## src/core/wsp_defs.vh

```
// Purpose: constants for the w-cdma scramble / power-control parameter block
// Assumes: apb word-aligned byte addressing, 32-bit data
// Notes:   offsets are byte addresses
`ifndef WSP_DEFS_VH
`define WSP_DEFS_VH

// register byte offsets
`define WSP_OFF_SCR_CFG    12'h000
`define WSP_OFF_SCR_CODE   12'h004
`define WSP_OFF_TPC_WORD   12'h008
`define WSP_OFF_TPC_CFG    12'h00C
`define WSP_OFF_PWR_DATA   12'h010
`define WSP_OFF_PWR_OFS    12'h014
`define WSP_OFF_PWR_OUT    12'h018
`define WSP_OFF_DL_CFG     12'h01C
`define WSP_OFF_UL_CFG     12'h020
`define WSP_OFF_TPC_SLOT   12'h024

// scramble field widths and limits
`define WSP_CODE_W         9
`define WSP_OFS_W          4
`define WSP_SCR_W          15
`define WSP_CODE_MAX       9'h1FF
`define WSP_SCR_MAX        15'h5FFF

// scramble type encodings and added terms
`define WSP_TYPE_STD       2'h0
`define WSP_TYPE_RIGHT     2'h1
`define WSP_TYPE_LEFT      2'h2
`define WSP_ADD_RIGHT      15'h4000
`define WSP_ADD_LEFT       15'h2000

// power-control word
`define WSP_TPC_BITS       15
`define WSP_TPC_FIELD_W    16

// user data patterns
`define WSP_DATA_RANDOM    2'h0
`define WSP_DATA_PN9       2'h1
`define WSP_DATA_PATTERN   2'h2

// reset values
`define WSP_TPC_RESET      15'h5555
`define WSP_NTPC_RESET     5'h02
`define WSP_NFBI_RESET     2'h0
`define WSP_CHANS_RESET    10'h001

`endif

```

## src/core/wsp_params.v

```verilog
// Purpose: w-cdma channel parameter engine behind an apb slave
// Assumes: single clock pclk, 50 MHz; async active-low presetn
// Notes:   scramble code, tpc slot fields, control-field powers, data bits
`timescale 1ns/100ps
`include "wsp_defs.vh"

// Summary of operation
// - tpc entry is a 15-bit word
// - msb maps to slot 0, lsb slot 14
// - slot bit replicated across tpc field width
// - one means power up, zero power down
// - control power equals data power plus offset
// - scramble code is 16*code plus offset plus type
// - any field change recomputes the code
// - scramble code stays within 0 to 24575
// - offset 0..15; zero primary, else secondary
// - type adds 0, 16384 or 8192
// - standard type covers codes 0 to 8191
// - up to 512 downlink traffic channels
// - user data random, pn9 or 8-bit pattern
// - uplink channel 2 i/q; 3..6 alternate
// - uplink tfci disable, variable fbi bits
// - unused downlink tfci bits become dtx
module wsp_params
#(
    parameter MAX_CHANS = 512,            // downlink traffic channel limit
    parameter NTPC_MAX  = 16              // widest tpc field in bits
)
(
    // apb clock and reset
    input  wire        pclk,
    input  wire        presetn,
    // apb slave
    input  wire        psel,
    input  wire        penable,
    input  wire        pwrite,
    input  wire [11:0] paddr,
    input  wire [31:0] pwdata,
    output reg  [31:0] prdata,
    output wire        pready,
    output wire        pslverr,
    // frame field outputs
    input  wire        slot_adv,          // one-cycle pulse, next timeslot
    output reg  [14:0] scr_code,          // resulting scrambling code
    output reg  [15:0] tpc_field,         // current slot tpc field, low bits used
    output reg         tpc_up,            // current slot asks for more power
    output reg  [3:0]  slot_idx,          // current timeslot 0..14
    output reg  [15:0] tfci_pwr,          // tfci power, signed centi-db
    output reg  [15:0] tpc_pwr,           // tpc power, signed centi-db
    output reg  [15:0] pilot_pwr,         // pilot power, signed centi-db
    output reg         tfci_dtx,          // tfci positions carry dtx
    output reg         data_bit,          // user data bit stream
    output reg  [5:0]  ul_branch_q        // per uplink data channel 1..6, 1 = q
);

// ----------------------------------------------------------------
// software visible state
// ----------------------------------------------------------------
reg  [8:0]  code_in;                      // scramble code field
reg  [3:0]  ofs_in;                       // scramble offset field
reg  [1:0]  type_in;                      // scramble type field
reg  [14:0] tpc_word;                     // power-control word
reg  [4:0]  ntpc;                         // tpc field width
reg  [15:0] data_pwr;                     // data channel power
reg  [7:0]  ofs_tfci;                     // signed offsets, centi-db
reg  [7:0]  ofs_tpc;
reg  [7:0]  ofs_pilot;
reg  [1:0]  data_mode;                    // user data source
reg  [7:0]  data_pat;                     // repeating pattern
reg         dl_tfci_on;                   // downlink tfci bits used
reg  [9:0]  dl_chans;                     // traffic channel count
reg         ul_ch2_i;                     // uplink channel 2 on i
reg         ul_tfci_on;                   // uplink tfci field enabled
reg  [1:0]  ul_nfbi;                      // uplink fbi bit count
reg  [7:0]  ul_tfc;                       // uplink tfc field value
reg  [1:0]  ul_fbi;                       // uplink fbi field value
reg         data_step;                    // advance data generator
reg  [8:0]  pn9;                          // pn9 shift register
reg  [15:0] lfsr;                         // random data source
reg  [2:0]  pat_idx;                      // pattern bit index

wire        wr_en;                        // write access phase
wire        rd_en;                        // read access phase
wire        mapped;                       // address decodes
wire [14:0] next_scr;                     // next scrambling code
wire        tpc_bit;                      // current slot's tpc bit

// ----------------------------------------------------------------
// helpers
// ----------------------------------------------------------------
// control power: data power plus a sign-extended offset
function [15:0] add_ofs;
    input [15:0] base;
    input [7:0]  ofs;
    begin
        add_ofs = base + {{8{ofs[7]}}, ofs};
    end
endfunction

// scramble term chosen by the type field
function [14:0] type_term;
    input [1:0] t;
    begin
        case (t)
            `WSP_TYPE_RIGHT: type_term = `WSP_ADD_RIGHT;
            `WSP_TYPE_LEFT:  type_term = `WSP_ADD_LEFT;
            default:         type_term = 15'h0000;
        endcase
    end
endfunction

// ----------------------------------------------------------------
// apb decode
// ----------------------------------------------------------------
assign pready  = 1'b1;                    // zero-wait slave
assign wr_en   = psel & penable & pwrite;
assign rd_en   = psel & penable & ~pwrite;
assign mapped  = (paddr <= `WSP_OFF_TPC_SLOT) && (paddr[1:0] == 2'h0);
assign pslverr = psel & penable & ~mapped;

// ----------------------------------------------------------------
// scramble code
// ----------------------------------------------------------------
// n = 16*i + k + m
// nonzero offset lands between the multiples of 16
// type term from the type field
assign next_scr = {2'h0, code_in, 4'h0} + {11'h000, ofs_in} + type_term(type_in);

always @(posedge pclk or negedge presetn)
begin
    if (!presetn)
        scr_code <= 15'h0000;
    else if (next_scr > `WSP_SCR_MAX)
        scr_code <= `WSP_SCR_MAX;
    else
        scr_code <= next_scr;
end

// ----------------------------------------------------------------
// register writes
// ----------------------------------------------------------------
always @(posedge pclk or negedge presetn)
begin
    if (!presetn)
    begin
        code_in    <= 9'h000;
        ofs_in     <= 4'h0;
        type_in    <= `WSP_TYPE_STD;
        tpc_word   <= `WSP_TPC_RESET;
        ntpc       <= `WSP_NTPC_RESET;
        data_pwr   <= 16'h0000;
        ofs_tfci   <= 8'h00;
        ofs_tpc    <= 8'h00;
        ofs_pilot  <= 8'h00;
        data_mode  <= `WSP_DATA_RANDOM;
        data_pat   <= 8'h00;
        dl_tfci_on <= 1'b1;
        dl_chans   <= `WSP_CHANS_RESET;
        ul_ch2_i   <= 1'b0;
        ul_tfci_on <= 1'b1;
        ul_nfbi    <= `WSP_NFBI_RESET;
        ul_tfc     <= 8'h00;
        ul_fbi     <= 2'h0;
    end
    else if (wr_en)
    begin
        case (paddr)
            `WSP_OFF_SCR_CFG:
            begin
                // code entry limited by software; upper bits dropped
                code_in <= pwdata[8:0];
                ofs_in  <= pwdata[19:16];
                // reserved type code falls back to standard
                type_in <= (pwdata[25:24] == 2'h3) ? `WSP_TYPE_STD : pwdata[25:24];
            end
            // entry taken as a 15-bit binary word
            `WSP_OFF_TPC_WORD: tpc_word <= pwdata[14:0];
            `WSP_OFF_TPC_CFG:
            begin
                // width 1..NTPC_MAX, zero treated as one
                if (pwdata[4:0] == 5'h00)
                    ntpc <= 5'h01;
                else if (pwdata[4:0] > NTPC_MAX)
                    ntpc <= NTPC_MAX[4:0];
                else
                    ntpc <= pwdata[4:0];
            end
            `WSP_OFF_PWR_DATA: data_pwr <= pwdata[15:0];
            `WSP_OFF_PWR_OFS:
            begin
                ofs_tfci  <= pwdata[7:0];
                ofs_tpc   <= pwdata[15:8];
                ofs_pilot <= pwdata[23:16];
            end
            `WSP_OFF_DL_CFG:
            begin
                data_mode  <= (pwdata[1:0] == 2'h3) ? `WSP_DATA_RANDOM : pwdata[1:0];
                dl_tfci_on <= pwdata[2];
                data_pat   <= pwdata[15:8];
                if (pwdata[25:16] == 10'h000)
                    dl_chans <= 10'h001;
                else if (pwdata[25:16] > MAX_CHANS)
                    dl_chans <= MAX_CHANS[9:0];
                else
                    dl_chans <= pwdata[25:16];
            end
            `WSP_OFF_UL_CFG:
            begin
                // tfc, fbi editable, tfci off, fbi count
                ul_ch2_i   <= pwdata[0];
                ul_tfci_on <= pwdata[1];
                ul_nfbi    <= (pwdata[3:2] == 2'h3) ? 2'h2 : pwdata[3:2];
                ul_tfc     <= pwdata[15:8];
                ul_fbi     <= pwdata[17:16];
            end
            default:
            begin
                // read-only or unmapped: no effect
            end
        endcase
    end
end

// ----------------------------------------------------------------
// timeslot and tpc field
// ----------------------------------------------------------------
// slot counter wraps 14 to 0
always @(posedge pclk or negedge presetn)
begin
    if (!presetn)
        slot_idx <= 4'h0;
    else if (slot_adv)
        slot_idx <= (slot_idx == 4'hE) ? 4'h0 : slot_idx + 4'h1;
end

// slot s takes word bit 14-s
assign tpc_bit = tpc_word[4'hE - slot_idx];

// bit repeated over the field width
// one raises power, zero lowers it
always @(posedge pclk or negedge presetn)
begin : tpc_proc
    integer j;
    if (!presetn)
    begin
        tpc_field <= 16'h0000;
        tpc_up    <= 1'b0;
    end
    else
    begin
        tpc_up <= tpc_bit;
        for (j = 0; j < 16; j = j + 1)
            tpc_field[j] <= tpc_bit & (j < ntpc);
    end
end

// ----------------------------------------------------------------
// control powers and channel options
// ----------------------------------------------------------------
// only control fields get offsets
always @(posedge pclk or negedge presetn)
begin
    if (!presetn)
    begin
        tfci_pwr    <= 16'h0000;
        tpc_pwr     <= 16'h0000;
        pilot_pwr   <= 16'h0000;
        tfci_dtx    <= 1'b0;
        ul_branch_q <= 6'h00;
    end
    else
    begin
        tfci_pwr    <= add_ofs(data_pwr, ofs_tfci);
        tpc_pwr     <= add_ofs(data_pwr, ofs_tpc);
        pilot_pwr   <= add_ofs(data_pwr, ofs_pilot);
        tfci_dtx    <= ~dl_tfci_on;
        // ch1 on i; ch2 per choice; then alternate
        ul_branch_q <= {~ul_ch2_i, ul_ch2_i, ~ul_ch2_i, ul_ch2_i, ~ul_ch2_i, 1'b0};
    end
end

// ----------------------------------------------------------------
// user data generator
// ----------------------------------------------------------------
// random, pn9 or 8-bit repeating pattern
always @(posedge pclk or negedge presetn)
begin
    if (!presetn)
    begin
        pn9       <= 9'h1FF;
        lfsr      <= 16'hACE1;
        pat_idx   <= 3'h7;
        data_bit  <= 1'b0;
        data_step <= 1'b0;
    end
    else
    begin
        data_step <= 1'b1;
        if (data_step)
        begin
            pn9     <= {pn9[7:0], pn9[8] ^ pn9[4]};
            lfsr    <= {lfsr[14:0], lfsr[15] ^ lfsr[13] ^ lfsr[12] ^ lfsr[10]};
            pat_idx <= pat_idx - 3'h1;
            case (data_mode)
                `WSP_DATA_PN9:     data_bit <= pn9[8];
                `WSP_DATA_PATTERN: data_bit <= data_pat[pat_idx];
                default:           data_bit <= lfsr[15];
            endcase
        end
    end
end

// ----------------------------------------------------------------
// register reads
// ----------------------------------------------------------------
always @*
begin
    prdata = 32'h0000_0000;
    if (rd_en)
    begin
        case (paddr)
            `WSP_OFF_SCR_CFG:  prdata = {6'h00, type_in, 4'h0, ofs_in, 7'h00, code_in};
            `WSP_OFF_SCR_CODE: prdata = {17'h00000, scr_code};
            `WSP_OFF_TPC_WORD: prdata = {17'h00000, tpc_word};
            `WSP_OFF_TPC_CFG:  prdata = {27'h0000000, ntpc};
            `WSP_OFF_PWR_DATA: prdata = {16'h0000, data_pwr};
            `WSP_OFF_PWR_OFS:  prdata = {8'h00, ofs_pilot, ofs_tpc, ofs_tfci};
            `WSP_OFF_PWR_OUT:  prdata = {tpc_pwr, tfci_pwr};
            `WSP_OFF_DL_CFG:   prdata = {6'h00, dl_chans, data_pat, 5'h00, dl_tfci_on, data_mode};
            `WSP_OFF_UL_CFG:   prdata = {14'h0000, ul_fbi, ul_tfc, 4'h0, ul_nfbi, ul_tfci_on, ul_ch2_i};
            `WSP_OFF_TPC_SLOT: prdata = {11'h000, tpc_up, slot_idx, tpc_field};
            default:           prdata = 32'h0000_0000;
        endcase
    end
end

endmodule

```

## config.mk

```make
export PLATFORM = sky130hd
export DESIGN_NAME = wsp_params
export DESIGN_NICKNAME = d
export VERILOG_FILES = /design/src/core/wsp_params.v
export VERILOG_INCLUDE_DIRS = /design/src /design/src/core
export SDC_FILE = /design/constraint.sdc
export NUM_CORES = 1
export LEC_CHECK = 0
export ABC_AREA = 1
export BUFFER_PORTS_ARGS = -buffer_cell sky130_fd_sc_hd__buf_2
export CAP_MARGIN = 0
export CELL_PAD_IN_SITES_DETAIL_PLACEMENT = 1
export CELL_PAD_IN_SITES_GLOBAL_PLACEMENT = 1
export CORE_MARGIN = 2
export CORE_UTILIZATION = 39
export DETAILED_ROUTE_END_ITERATION = 10
export HOLD_SLACK_MARGIN = 0.1
export PLACE_DENSITY_LB_ADDON = 0.2
export SLEW_MARGIN = 20
export SYNTH_ARGS = -nofsm -noshare
export SYNTH_HDL_FRONTEND = slang
export SYNTH_SLANG_ARGS = --single-unit
```

## constraint.sdc

```tcl
create_clock -name pclk -period 1.75 [get_ports pclk]
set_input_delay 0.0875 -clock pclk [delete_from_list [all_inputs] [get_ports pclk]]
set_output_delay 0.0875 -clock pclk [all_outputs]
set_load 0.005 [all_outputs]
```

# Word level (Yosys, flattened, before mapping)
# Cells that the tools add are included.
word_totals:
  reg_bits: 230
  in_bits: 50
  out_inout_bits: 126
  word_cells: 136
op_classes:
  addsub: 8
  magnitude_cmp: 22
  eq_ne: 17
  muxes: 17
  n_bitwise: 28
  n_reduce_logical: 12
ops:
  columns: ["op", "count"]
  rows:
  - ["$pmux W32 S10", 1]
  - ["$add A16 B16 Y16", 3]
  - ["$eq A12 B5 Y1 const B", 4]
  - ["$lt A4 B5 Y1 const A", 8]
  - ["$mux W32", 1]
  - ["$pmux W15 S2", 1]
  - ["$eq A12 B4 Y1 const B", 2]
  - ["$eq A12 B6 Y1 const B", 2]
  - ["$and A1 B1 Y1", 20]
  - ["$lt A3 B5 Y1 const A", 4]
  - ["$mux W10", 2]
  - ["$add A14 B15 Y15", 1]
  - ["$gt A15 B15 Y1 const B", 1]
  - ["$mux W15", 1]
  - ["$add A13 B4 Y14", 1]
  - ["$reduce_and A2 Y1", 7]
  - ["$eq A12 B3 Y1 const B", 1]
  - ["$le A12 B6 Y1 const B", 1]
  - ["$logic_not A12 Y1", 1]
  - ["$eq A2 B2 Y1 const B", 5]
  - ["$gt A10 B10 Y1 const B", 1]
  - ["$logic_not A10 Y1", 1]
  - ["$lt A1 B5 Y1 const A", 2]
  - ["$lt A2 B5 Y1 const A", 2]
  - ["20 further kinds", 31]

# Logic depth before layout (Yosys ltp)
# Gate-level depths: netlist of run 1.
depth:
  ltp_word: 5
  ltp_mapped: 12
  ltp_nobuf: 11

# Worst setup path after synthesis of run 1
# OpenSTA, ideal clock, no wires.
synth_timing:
  path_type: "reg-to-reg"
  start: "reg data_pwr[0]"
  end: "reg pilot_pwr[14]"
  arrival_ps: 1766
  required_ps: 1633
  slack_ps: -133
  stages_incl_launch_ff: 10
  period_less_slack_ps: 1883
  path_cell_list: "dfrtp_1 -> ha_1 -> fa_1 -> nand3_1 -> nand2_1 -> a21boi_0 -> nand3b_1 -> nand2_1 -> nand2_1 -> nand2_1"
synth_via:
  elab_chain_cells: 1
synth_rtl:
  columns: ["element", "line", "text"]
  rows:
  - ["start: declaration", "wsp_params.v:64", "reg [15:0] data_pwr;"]
  - ["start signal: assignment", "wsp_params.v:188", "`WSP_OFF_PWR_DATA: data_pwr <= pwdata[15:0];"]
  - ["$add A16 B16 Y16", "wsp_params.v:96", "add_ofs = base + {{8{ofs[7]}}, ofs};"]
  - ["end signal: assignment", "wsp_params.v:275", "pilot_pwr <= add_ofs(data_pwr, ofs_pilot);"]
  - ["end: declaration", "wsp_params.v:50", "output reg [15:0] pilot_pwr,"]
# No other way between the ends.
# A chain may end at the register's enable or synchronous reset.

# Worst setup path after layout of run 1
layout_timing:
  start: "reg ofs_tpc[7]"
  end: "reg tpc_pwr[12]"
layout_via:
  elab_chain_cells: 1
layout_rtl:
  columns: ["element", "line", "text"]
  rows:
  - ["start: declaration", "wsp_params.v:66", "reg [7:0] ofs_tpc;"]
  - ["start signal: assignment", "wsp_params.v:192", "ofs_tpc <= pwdata[15:8];"]
  - ["$add A16 B16 Y16", "wsp_params.v:96", null]
  - ["end signal: assignment", "wsp_params.v:274", "tpc_pwr <= add_ofs(data_pwr, ofs_tpc);"]
  - ["end: declaration", "wsp_params.v:49", "output reg [15:0] tpc_pwr,"]
# No other way between the ends.

==> results of run 1 <==
## per-stage QoR
step	instance area [sq um]	TNS, ns	hold slack [ns]	setup slack (ns)
4_1_cts	16900	-0.763	0.122	-0.0654
3_3_place_gp	15000	-2.17	-0.0398	-0.137
3_5_place_dp	15000	-4.62	-0.0369	-0.206
5_1_grt	18200	-8.60	0.157	-0.254
2_1_floorplan	12500	-0.00841	-0.208	-0.00841
6_report	18200	-3.84	0.132	-0.187
## flip-flops by register name, indices dropped and copies added, names as in the netlist, 3 cells and up
name	cells
code_in	9
data_pat	8
ntpc	5
lfsr	16
dl_chans	10
slot_idx	4
tpc_pwr	16
scr_code	15
ul_tfc	8
ofs_pilot	8
pilot_pwr	16
tfci_pwr	16
tpc_word	15
pn9	9
ofs_tfci	8
ofs_tpc	8
data_pwr	16
pat_idx	3
tpc_field	16
ofs_in	4
## where the power goes
| group | leakage (nW) | switching (mW) | internal (mW) |
|---|---|---|---|
| Combinational | 6.19 | 1.30 | 1.06 |
| Clock | 0.433 | 2.32 | 3.41 |
| Sequential | 2.89 | 0.249 | 5.56 |
## Yosys cell counts, types with 5 or more instances
cell,number,area share [%]
a31oi_1,9,0.45
nand2_2,7,0.35
a21boi_0,5,0.30
nor2_1,122,3.7
nand3_1,87,3.5
o21ai_1,49,2.0
buf_2,18,0.72
o21ai_0,109,4.4
dfrtp_1,195,39
nor3_1,13,0.52
xor2_1,33,2.3
buf_4,9,0.54
inv_2,9,0.27
xnor2_1,9,0.63
nand4_1,78,3.9
inv_1,167,5.0
ha_1,51,5.1
nand3b_1,5,0.30
nand2_1,440,13
clkbuf_1,44,1.3
o211ai_1,7,0.42
a21oi_1,50,2.0
dfstp_2,32,6.7
## per-layer routing
| metal | up-vias | track usage, % |
|---|---|---|
| met1 | 6818 | 39.2 |
| met5 | - | 0 |
| met2 | 578 | 52.2 |
| met4 | 0 | 10.1 |
| met3 | 154 | 3.26 |
| li1 | 5989 | - |
## repair_timing
item / CTS / global route
buffers inserted: 28 / 53
resized for setup: 123 / 247
endpoints found under the hold margin: 333 / 0
endpoints found under the setup margin: 58 / 81
hold buffers: 32 / 0
cloned: 0 / 2
pin swaps: 49 / 100
## critical path, stage by stage (launching register included)
cell,delay [ns]
dfrtp_2,0.51
buf_4,0.19
ha_4,0.29
buf_4,0.12
nand2_1,0.08
nor2_1,0.22
nand3_1,0.16
nand3_1,0.12
xor2_1,0.15
## cell families after synthesis
group	count (synthesis)
buffers and inverters	256
xor gates and xnor gates	42
other	2
AOI/OAI and AO/OA	245
adders and majority gates	54
and+or+nand+nor	766
DFF	227
## path summary, 6_finish.rpt
path | from | to | slack (ns) | cells after the start
max | ofs_tpc[7]$_DFFE_PN0P_ | tpc_pwr[12]$_DFF_PN0_ | -0.19 | 8
min | paddr[2] | dl_chans[1]$_DFFE_PN0P_ | 0.13 | 6
max reg2reg | ofs_tpc[7]$_DFFE_PN0P_ | tpc_pwr[12]$_DFF_PN0_ | -0.19 | 8
min reg2reg | code_in[7]$_DFFE_PN0P_ | scr_code[11]$_DFF_PN0_ | 0.39 | 0
max in group asynchronous | presetn | ntpc[2]$_DFFE_PN0P_ | 0.17 | 3
min in group asynchronous | presetn | dl_tfci_on$_DFFE_PN1P_ | 0.16 | 2
## area by class of cell
cell class / instances / area [sq um] / share of cell area (%)
well taps: 402 / 503 / 2.76
clock buffers: 42 / 802 / 4.40
flip-flops and latches: 227 / 5750 / 31.6
diodes: 1 / 2.50 / 0.0137
multi-input cells: 1110 / 6900 / 37.9
repair buffers: 458 / 3500 / 19.2
inverters: 178 / 692 / 3.80
clock inverters: 5 / 75.1 / 0.412
==> flow_metrics.tcl, run 1 <==
set metrics [dict create \
    crit_type "reg -> reg" \
    drt-total-wl_um 56600 \
    outcome "finished, violations left" \
    critical_path_arrival_ns 2.40 \
    fin_util_pct 57.9 \
    die_h_um 183 \
    top_layer "met4" \
    die_w_um 183 \
    clock_latency_ns 0.55 \
    synth_xor_area_share_pct 2.95 \
    layout_common_cells "nand2_1, buf_4, dfrtp_1" \
    required_ns 2.22 \
    io_buffer_count 167 \
    fmax_ghz 0.516 \
    dr_wl_met3_um 3120 \
    grtUsageTotal_pct 30.0 \
    finalCritPeriodShare_pct 111 \
    powerDensity_nw_per_um2 762 \
    drc 0 \
    rsz0062_at_grt "yes" \
    cts.clk_slew.worst_paths_ns 0.06 \
    fp.coreArea_sq_um 31500 \
    clockRootBuffer "clkbuf_16" \
    nets 2105 \
    die-area_sq_um 33400 \
    antenna_found_initial 0 \
    dp_hpwl_um 36700 \
    synth_edf_count 0 \
    synthArstFlopShare_pct 100 \
    start_kind "register" \
    peakVddDrop_v 0.000657 \
    drive_above_1_share_pct 38.3 \
    synth_compound_area_share_pct 10.5 \
    synth_cell_types 44 \
    grt_pass1_vias 13503 \
    grt_pass1_wl_um 77500 \
    relSlewSlack_pct 36.8 \
    routedWlPerCell_um 23.4 \
    area_growth_pct 46.3 \
    tritoncts "built" \
    rows 65 \
    netlist_area_sq_um 12500 \
    boundaryPins 176 \
    synth_top_family_by_area "simple AND/OR/NAND/NOR gates" \
    synth_mux_area_share_pct 0 \
    setup_violations 58 \
    hold_violations 0 \
    vias_per_cell 5.59 \
    maxCapViolCount 0 \
    end_kind "register" \
    synth-simple-area-share_pct 26.6 \
    synth_warnings 0 \
    final_common_cell "nand2_1" \
    stdcell_count 2423 \
    postSynthAreaPerCell_sq_um 7.83 \
    power_leakage_nw 9.52 \
    clock_skew_ns 0.0168 \
    report.power.total_mw 13.9 \
    dr_wl_met2_um 28000 \
    ys_seq_area_share_pct 45.9 \
    min_period_ns 1.94 \
    tightestPinTransition_ns 0.945 \
    fin_ws_ns -0.187 \
    firstDrtPassIters 5 \
    post_synth_inst_count 1592 \
    h-tree-depth 1 \
    vias 13539 \
    fillers 3706 \
    clockBufferDepth 3 \
    grt_max_degree 75 \
    crit_fanout 8 \
    gp_congestion 0.930 \
    start_util_pct 39.6 \
    yosys_register_bits 227 \
    cts_sinks 227 \
    hold_path_class "in -> reg" \
    failed_checks "setup timing" \
    slew_viol_final 0 \
    synth_flop_cell "dfrtp_1" \
    dpl.cell_count 2264 \
    antenna_left 0 \
    drtIter0Drc 886 \
    overflow 0 \
    wl_met1_um 22800 \
    synthAdderAreaFrac_pct 5.60 \
    numCtsBuffers 26 \
]
Power figures use the tool's default switching activity.
==> run 2: changes to the inputs <==
Settings changed: ABC_AREA 1 to not set, CORE_UTILIZATION 39 to 41.
==> flow_metrics.tcl, run 2 <==
set metrics [dict create \
    fin_util_pct 63.4 \
    slew_viol_final 0 \
    start_util_pct 41.4 \
    vias_per_cell 6.23 \
    cts.clk_slew.worst_paths_ns 0.07 \
    drive_above_1_share_pct 56.6 \
    h-tree-depth 1 \
    die-area_sq_um 30200 \
    relSlewSlack_pct 24.8 \
    tritoncts "built" \
    rsz0062_at_grt "yes" \
    multi_input_area_sq_um 6910 \
    peakVddDrop_v 0.000780 \
    synth_flop_cell "dfrtp_1" \
    drc 0 \
    synth_warnings 0 \
    postSynthAreaPerCell_sq_um 11.4 \
    yosysMostFrequentCell "dfrtp_1" \
    drtIter0Drc 1170 \
    die_w_um 174 \
    clockRootBuffer "clkbuf_16" \
    nets 1598 \
    netlist_area_sq_um 11800 \
    synthArstFlopShare_pct 100 \
    fillers 2917 \
    overflow 0 \
    hold_violations 0 \
    final_common_cell "buf_4" \
    synth_cell_types 65 \
    report.power.total_mw 14.7 \
    numCtsBuffers 27 \
    fmax_ghz 0.391 \
    fp.coreArea_sq_um 28500 \
    start_kind "register" \
    clock_latency_ns 0.56 \
    grt_max_degree 54 \
    cts_sinks 227 \
    power_leakage_nw 8.88 \
    min_period_ns 2.56 \
    yosys_register_bits 227 \
    fin_area_sq_um 18100 \
    tightestPinTransition_ns 1.12 \
    synth_top_area_cell "dfrtp_1" \
    firstDrtPassIters 6 \
    grt_pass1_wl_um 77700 \
    layout_common_cells "buf_4, dfrtp_1, buf_2" \
    yosysTopAreaCellShare_pct 41.3 \
    gp_congestion 0.897 \
    antenna_left 0 \
    post_synth_inst_count 1039 \
    register_area_sq_um 5740 \
    area_growth_pct 53.1 \
    ys_seq_area_share_pct 48.4 \
    synth_edf_count 0 \
    end_kind "register" \
    maxCapViolCount 0 \
    die_h_um 174 \
    rows 62 \
    crit_type "reg -> reg" \
    grt_pass1_vias 12155 \
    powerDensity_nw_per_um2 811 \
    crit_fanout 3 \
    antenna_found_initial 4 \
    routedWlPerCell_um 30.3 \
    required_ns 2.22 \
    pre_cts_ws_ns -0.664 \
    vias 11842 \
    failed_checks "setup timing" \
    finalCritPeriodShare_pct 146 \
    dp_hpwl_um 34200 \
    drt-total-wl_um 57600 \
    outcome "finished, violations left" \
    fin_ws_ns -0.810 \
    setup_violations 82 \
    netlist_top_cells_area "dfrtp_1, mux2_2, dfstp_2, ha_1, a21oi_1" \
    grtUsageTotal_pct 34.2 \
    io_buffer_count 167 \
    clock_skew_ns 0.0200 \
    clockBufferDepth 3 \
    placed_area_sq_um 14900 \
    hold_path_class "in -> async" \
    synthTopCellsByCount "dfrtp_1, mux2_2, nand2_1, a21oi_1, nor2_1" \
    critical_path_arrival_ns 3.03 \
    boundaryPins 176 \
]
## run 2: stage by stage
step	TNS (ns)	std cells	hold slack, ns
floorplan	-5.32	1040	-0.208
global placement	-45.13	1766	0.0261
detailed placement	-50.76	1766	0.0235
CTS	-22.63	1883	0.182
global route	-34.76	1900	0.201
finish	-31.54	1900	0.190
## run 2: report_power, final
part / internal, mW / switching [mW] / leakage, nW
sequential: 5.81 / 0.322 / 2.95
combinational: 1.01 / 1.06 / 5.44
clock: 3.97 / 2.52 / 0.483
## run 2: path summary, 6_finish.rpt
kind	start	slack, ns	cells after the start	end
max in group asynchronous	presetn	1.12	3	tpc_word[6]$_DFFE_PN1P_
max reg2reg	data_pwr[0]$_DFFE_PN0P_	-0.81	9	tfci_pwr[12]$_DFF_PN0_
min in group pclk	pwdata[20]	0.34	3	dl_chans[4]$_DFFE_PN0P_
min reg2reg	code_in[8]$_DFFE_PN0P_	0.40	0	scr_code[12]$_DFF_PN0_
min	presetn	0.19	2	pn9[0]$_DFFE_PN1P_
max	data_pwr[0]$_DFFE_PN0P_	-0.81	9	tfci_pwr[12]$_DFF_PN0_
## run 2: cells by family after synthesis
family	share of synthesized area (%)
compound gates	14.3
xor+xnor	3.70
fa+ha+maj	5.91
buf+inv	3.80
flops	48.4
mux	13.7
other cells	0.0635
simple gates	10.2
## run 2: critical path: stages, from the launching register on
cell	delay, ns
dfrtp_2	0.46
buf_6	0.14
ha_4	0.17
fa_2	0.40
a211oi_4	0.39
o211ai_1	0.26
a41oi_2	0.25
o21bai_1	0.08
a21oi_1	0.17
xnor2_1	0.14
## run 2: final cells by class
type | instances | area share, %
Sequential cell | 227 | 31.7
Inverter | 25 | 0.560
Clock inverter | 16 | 1.36
Timing Repair Buffer | 489 | 21.3
Antenna cell | 1 | 0.0138
Clock buffer | 34 | 4.21
Multi-Input combinational cell | 724 | 38.1
Tap cell | 384 | 2.65
## run 2: what timing repair did
item,CTS,global route
setup endpoints to repair,82,86
hold endpoints to repair,326,0
pin swaps,99,82
gates resized for setup,187,114
cloned,6,0
hold buffers,30,0
buffers inserted,39,36
## run 2: metal layers
| layer | vias to the layer above | global-route usage, % | part of all wire, % |
|---|---|---|---|
| met5 | - | 0 | 0.069 |
| met4 | 6 | 15.5 | 6.5 |
| met3 | 280 | 7.94 | 8.5 |
| met2 | 745 | 56.0 | 47 |
| met1 | 6090 | 43.0 | 38 |
| li1 | 4721 | - | - |
==> run 3: changes to the inputs <==
Settings changed: PLACE_DENSITY set to 0.81, PLACE_DENSITY_LB_ADDON 0.2 to not set.
==> flow_metrics.tcl, run 3 (same netlist as run 2, synthesis figures left out) <==
set metrics [dict create \
    outcome "finished, violations left" \
    start_util_pct 41.4 \
    combPwrFrac_pct 13.6 \
    use_met2_pct 64.2 \
    crit_type "reg -> out" \
    power_leakage_nw 8.86 \
    p_sw_share_pct 29.0 \
    clock_skew_ns 0.0378 \
    stdcell_count 1908 \
    clock_latency_ns 0.58 \
    rows 62 \
    setup_violations 91 \
    overflow 0 \
    fin_ws_ns -0.940 \
    placed_area_sq_um 14900 \
    area_growth_pct 52.8 \
    drt-total-wl_um 71100 \
    slew_viol_final 0 \
    grt_util_met1_pct 47.2 \
    clockRootBuffer "clkbuf_16" \
    dp_hpwl_um 35300 \
    fmax_ghz 0.372 \
    p_int_mw 9.94 \
    grt_pass1_vias 13465 \
    die_h_um 174 \
    p_seq_share_pct 44.2 \
    routedWlPerCell_um 37.3 \
    grt_pass1_wl_um 90400 \
    grtUsageTotal_pct 40.4 \
    end_kind "primary output" \
    fp.coreArea_sq_um 28500 \
    clock_power_share_pct 42.1 \
    powerDensity_nw_per_um2 775 \
    cts.clk_slew.worst_paths_ns 0.07 \
    clockBufferDepth 3 \
    crit_fanout 2 \
    drive_above_1_share_pct 56.9 \
    numCtsBuffers 26 \
    drc 0 \
    critical_path_arrival_ns 2.60 \
    die-area_sq_um 30200 \
    antenna_left 0 \
    maxCapViolCount 0 \
    vias 13156 \
    die_w_um 174 \
    hold_path_class "in -> reg" \
    vias_per_cell 6.90 \
    dpl.cell_count 1766 \
    report.power.total_mw 14.0 \
    hold_violations 0 \
    io_buffer_count 167 \
    min_period_ns 2.69 \
    start_kind "register" \
    grt_max_degree 55 \
    cts_sinks 227 \
    fin_area_sq_um 18100 \
    antenna_found_initial 3 \
    rsz0062_at_grt "yes" \
    peakVddDrop_v 0.000718 \
    failed_checks "setup timing" \
    h-tree-depth 1 \
    final_common_cell "buf_4" \
    drtIter0Drc 1809 \
    firstDrtPassIters 10 \
    nets 1607 \
    layout_common_cells "buf_4, dfrtp_1, buf_2" \
    boundaryPins 176 \
    gr-usage-met3_pct 10.5 \
    net-switching-power_mw 4.06 \
    tritoncts "built" \
    grt-busiest-layer "met2" \
    relSlewSlack_pct 42.0 \
    finalCritPeriodShare_pct 154 \
    gp_congestion 0.934 \
    required_ns 1.66 \
    tightestPinTransition_ns 0.870 \
]
-- run 3: cell count changes in the layout (fill, tap and decap cells not counted), sizes merged --
| cell | before | now |
|---|---|---|
| buf | 461 | 469 |
| bufinv | 6 | 2 |
| clkinv | 4 | 8 |
| clkbuf | 34 | 32 |
| dlygate4sd3 | 28 | 30 |
| clkinvlp | 5 | 6 |
| inv | 26 | 25 |
-- run 3: per-stage QoR --
step | TNS (ns) | setup WS (ns) | utilization (%) | hold slack (ns)
after floorplan | -5.32 | -0.545 | - | -0.208
after global placement | -54.68 | -0.655 | 52.2 | 0.0279
after detailed placement | -59.74 | -0.754 | 52.2 | 0.0336
after CTS | -24.02 | -0.676 | 60.8 | 0.244
after global routing | -39.06 | -0.917 | 63.3 | 0.238
final | -38.60 | -0.940 | 63.3 | 0.223
-- run 3: layout make-up --
type	instances	area, sq um
timing repair buffer	499	3940
sequential	227	5740
tap	384	480
inverter	25	98.8
clock inverter	16	149
clock buffer	32	724
fill	2940	10500
antenna	1	2.50
multi-input combinational	724	6930
-- run 3: metal layers --
layer / share of wire (%) / vias up
met3: 12 / 595
met4: 10 / 4
met2: 43 / 1366
met1: 34 / 6458
met5: 0.045 / -
li1: - / 4733
-- run 3: path summary, 6_finish.rpt --
check / startpoint / endpoint / slack, ns / cells after the start
setup / recovery: ofs_tfci[2]$_DFFE_PN0P_ / prdata[2] / -0.94 / 5
hold / removal: paddr[2] / ntpc[4]$_DFFE_PN0P_ / 0.22 / 4
setup reg to reg: data_pwr[0]$_DFFE_PN0P_ / tpc_pwr[12]$_DFF_PN0_ / -0.91 / 8
hold reg to reg: code_in[8]$_DFFE_PN0P_ / scr_code[12]$_DFF_PN0_ / 0.41 / 0
max in group asynchronous: presetn / tpc_word[6]$_DFFE_PN1P_ / 1.10 / 3
min in group asynchronous: presetn / pn9[7]$_DFFE_PN1P_ / 0.23 / 2
-- run 3: what timing repair did --
item | CTS | global route
cloned | 3 | 0
pin swaps | 113 | 91
hold buffers | 31 | 0
resized for setup | 186 | 108
endpoints found under the setup margin | 86 | 94
endpoints found under the hold margin | 329 | 0
buffers inserted | 44 | 34
-- run 3: worst max-delay path, stage by stage, from the launching register on --
cell	delay, ns
dfrtp_1	0.47
buf_4	0.18
mux2_2	0.28
a32oi_1	0.64
a31oi_1	0.24
buf_2	0.22
-- run 3: power by group through the flow --
stage	Clock [mW]	Sequential, mW	Combinational (mW)
floorplan	0	6.12	0.870
global placement	0	6.17	1.51
detailed placement	0	6.22	1.62
CTS	5.67	6.14	1.74
global route	6.04	6.23	1.98
finish	5.90	6.20	1.91
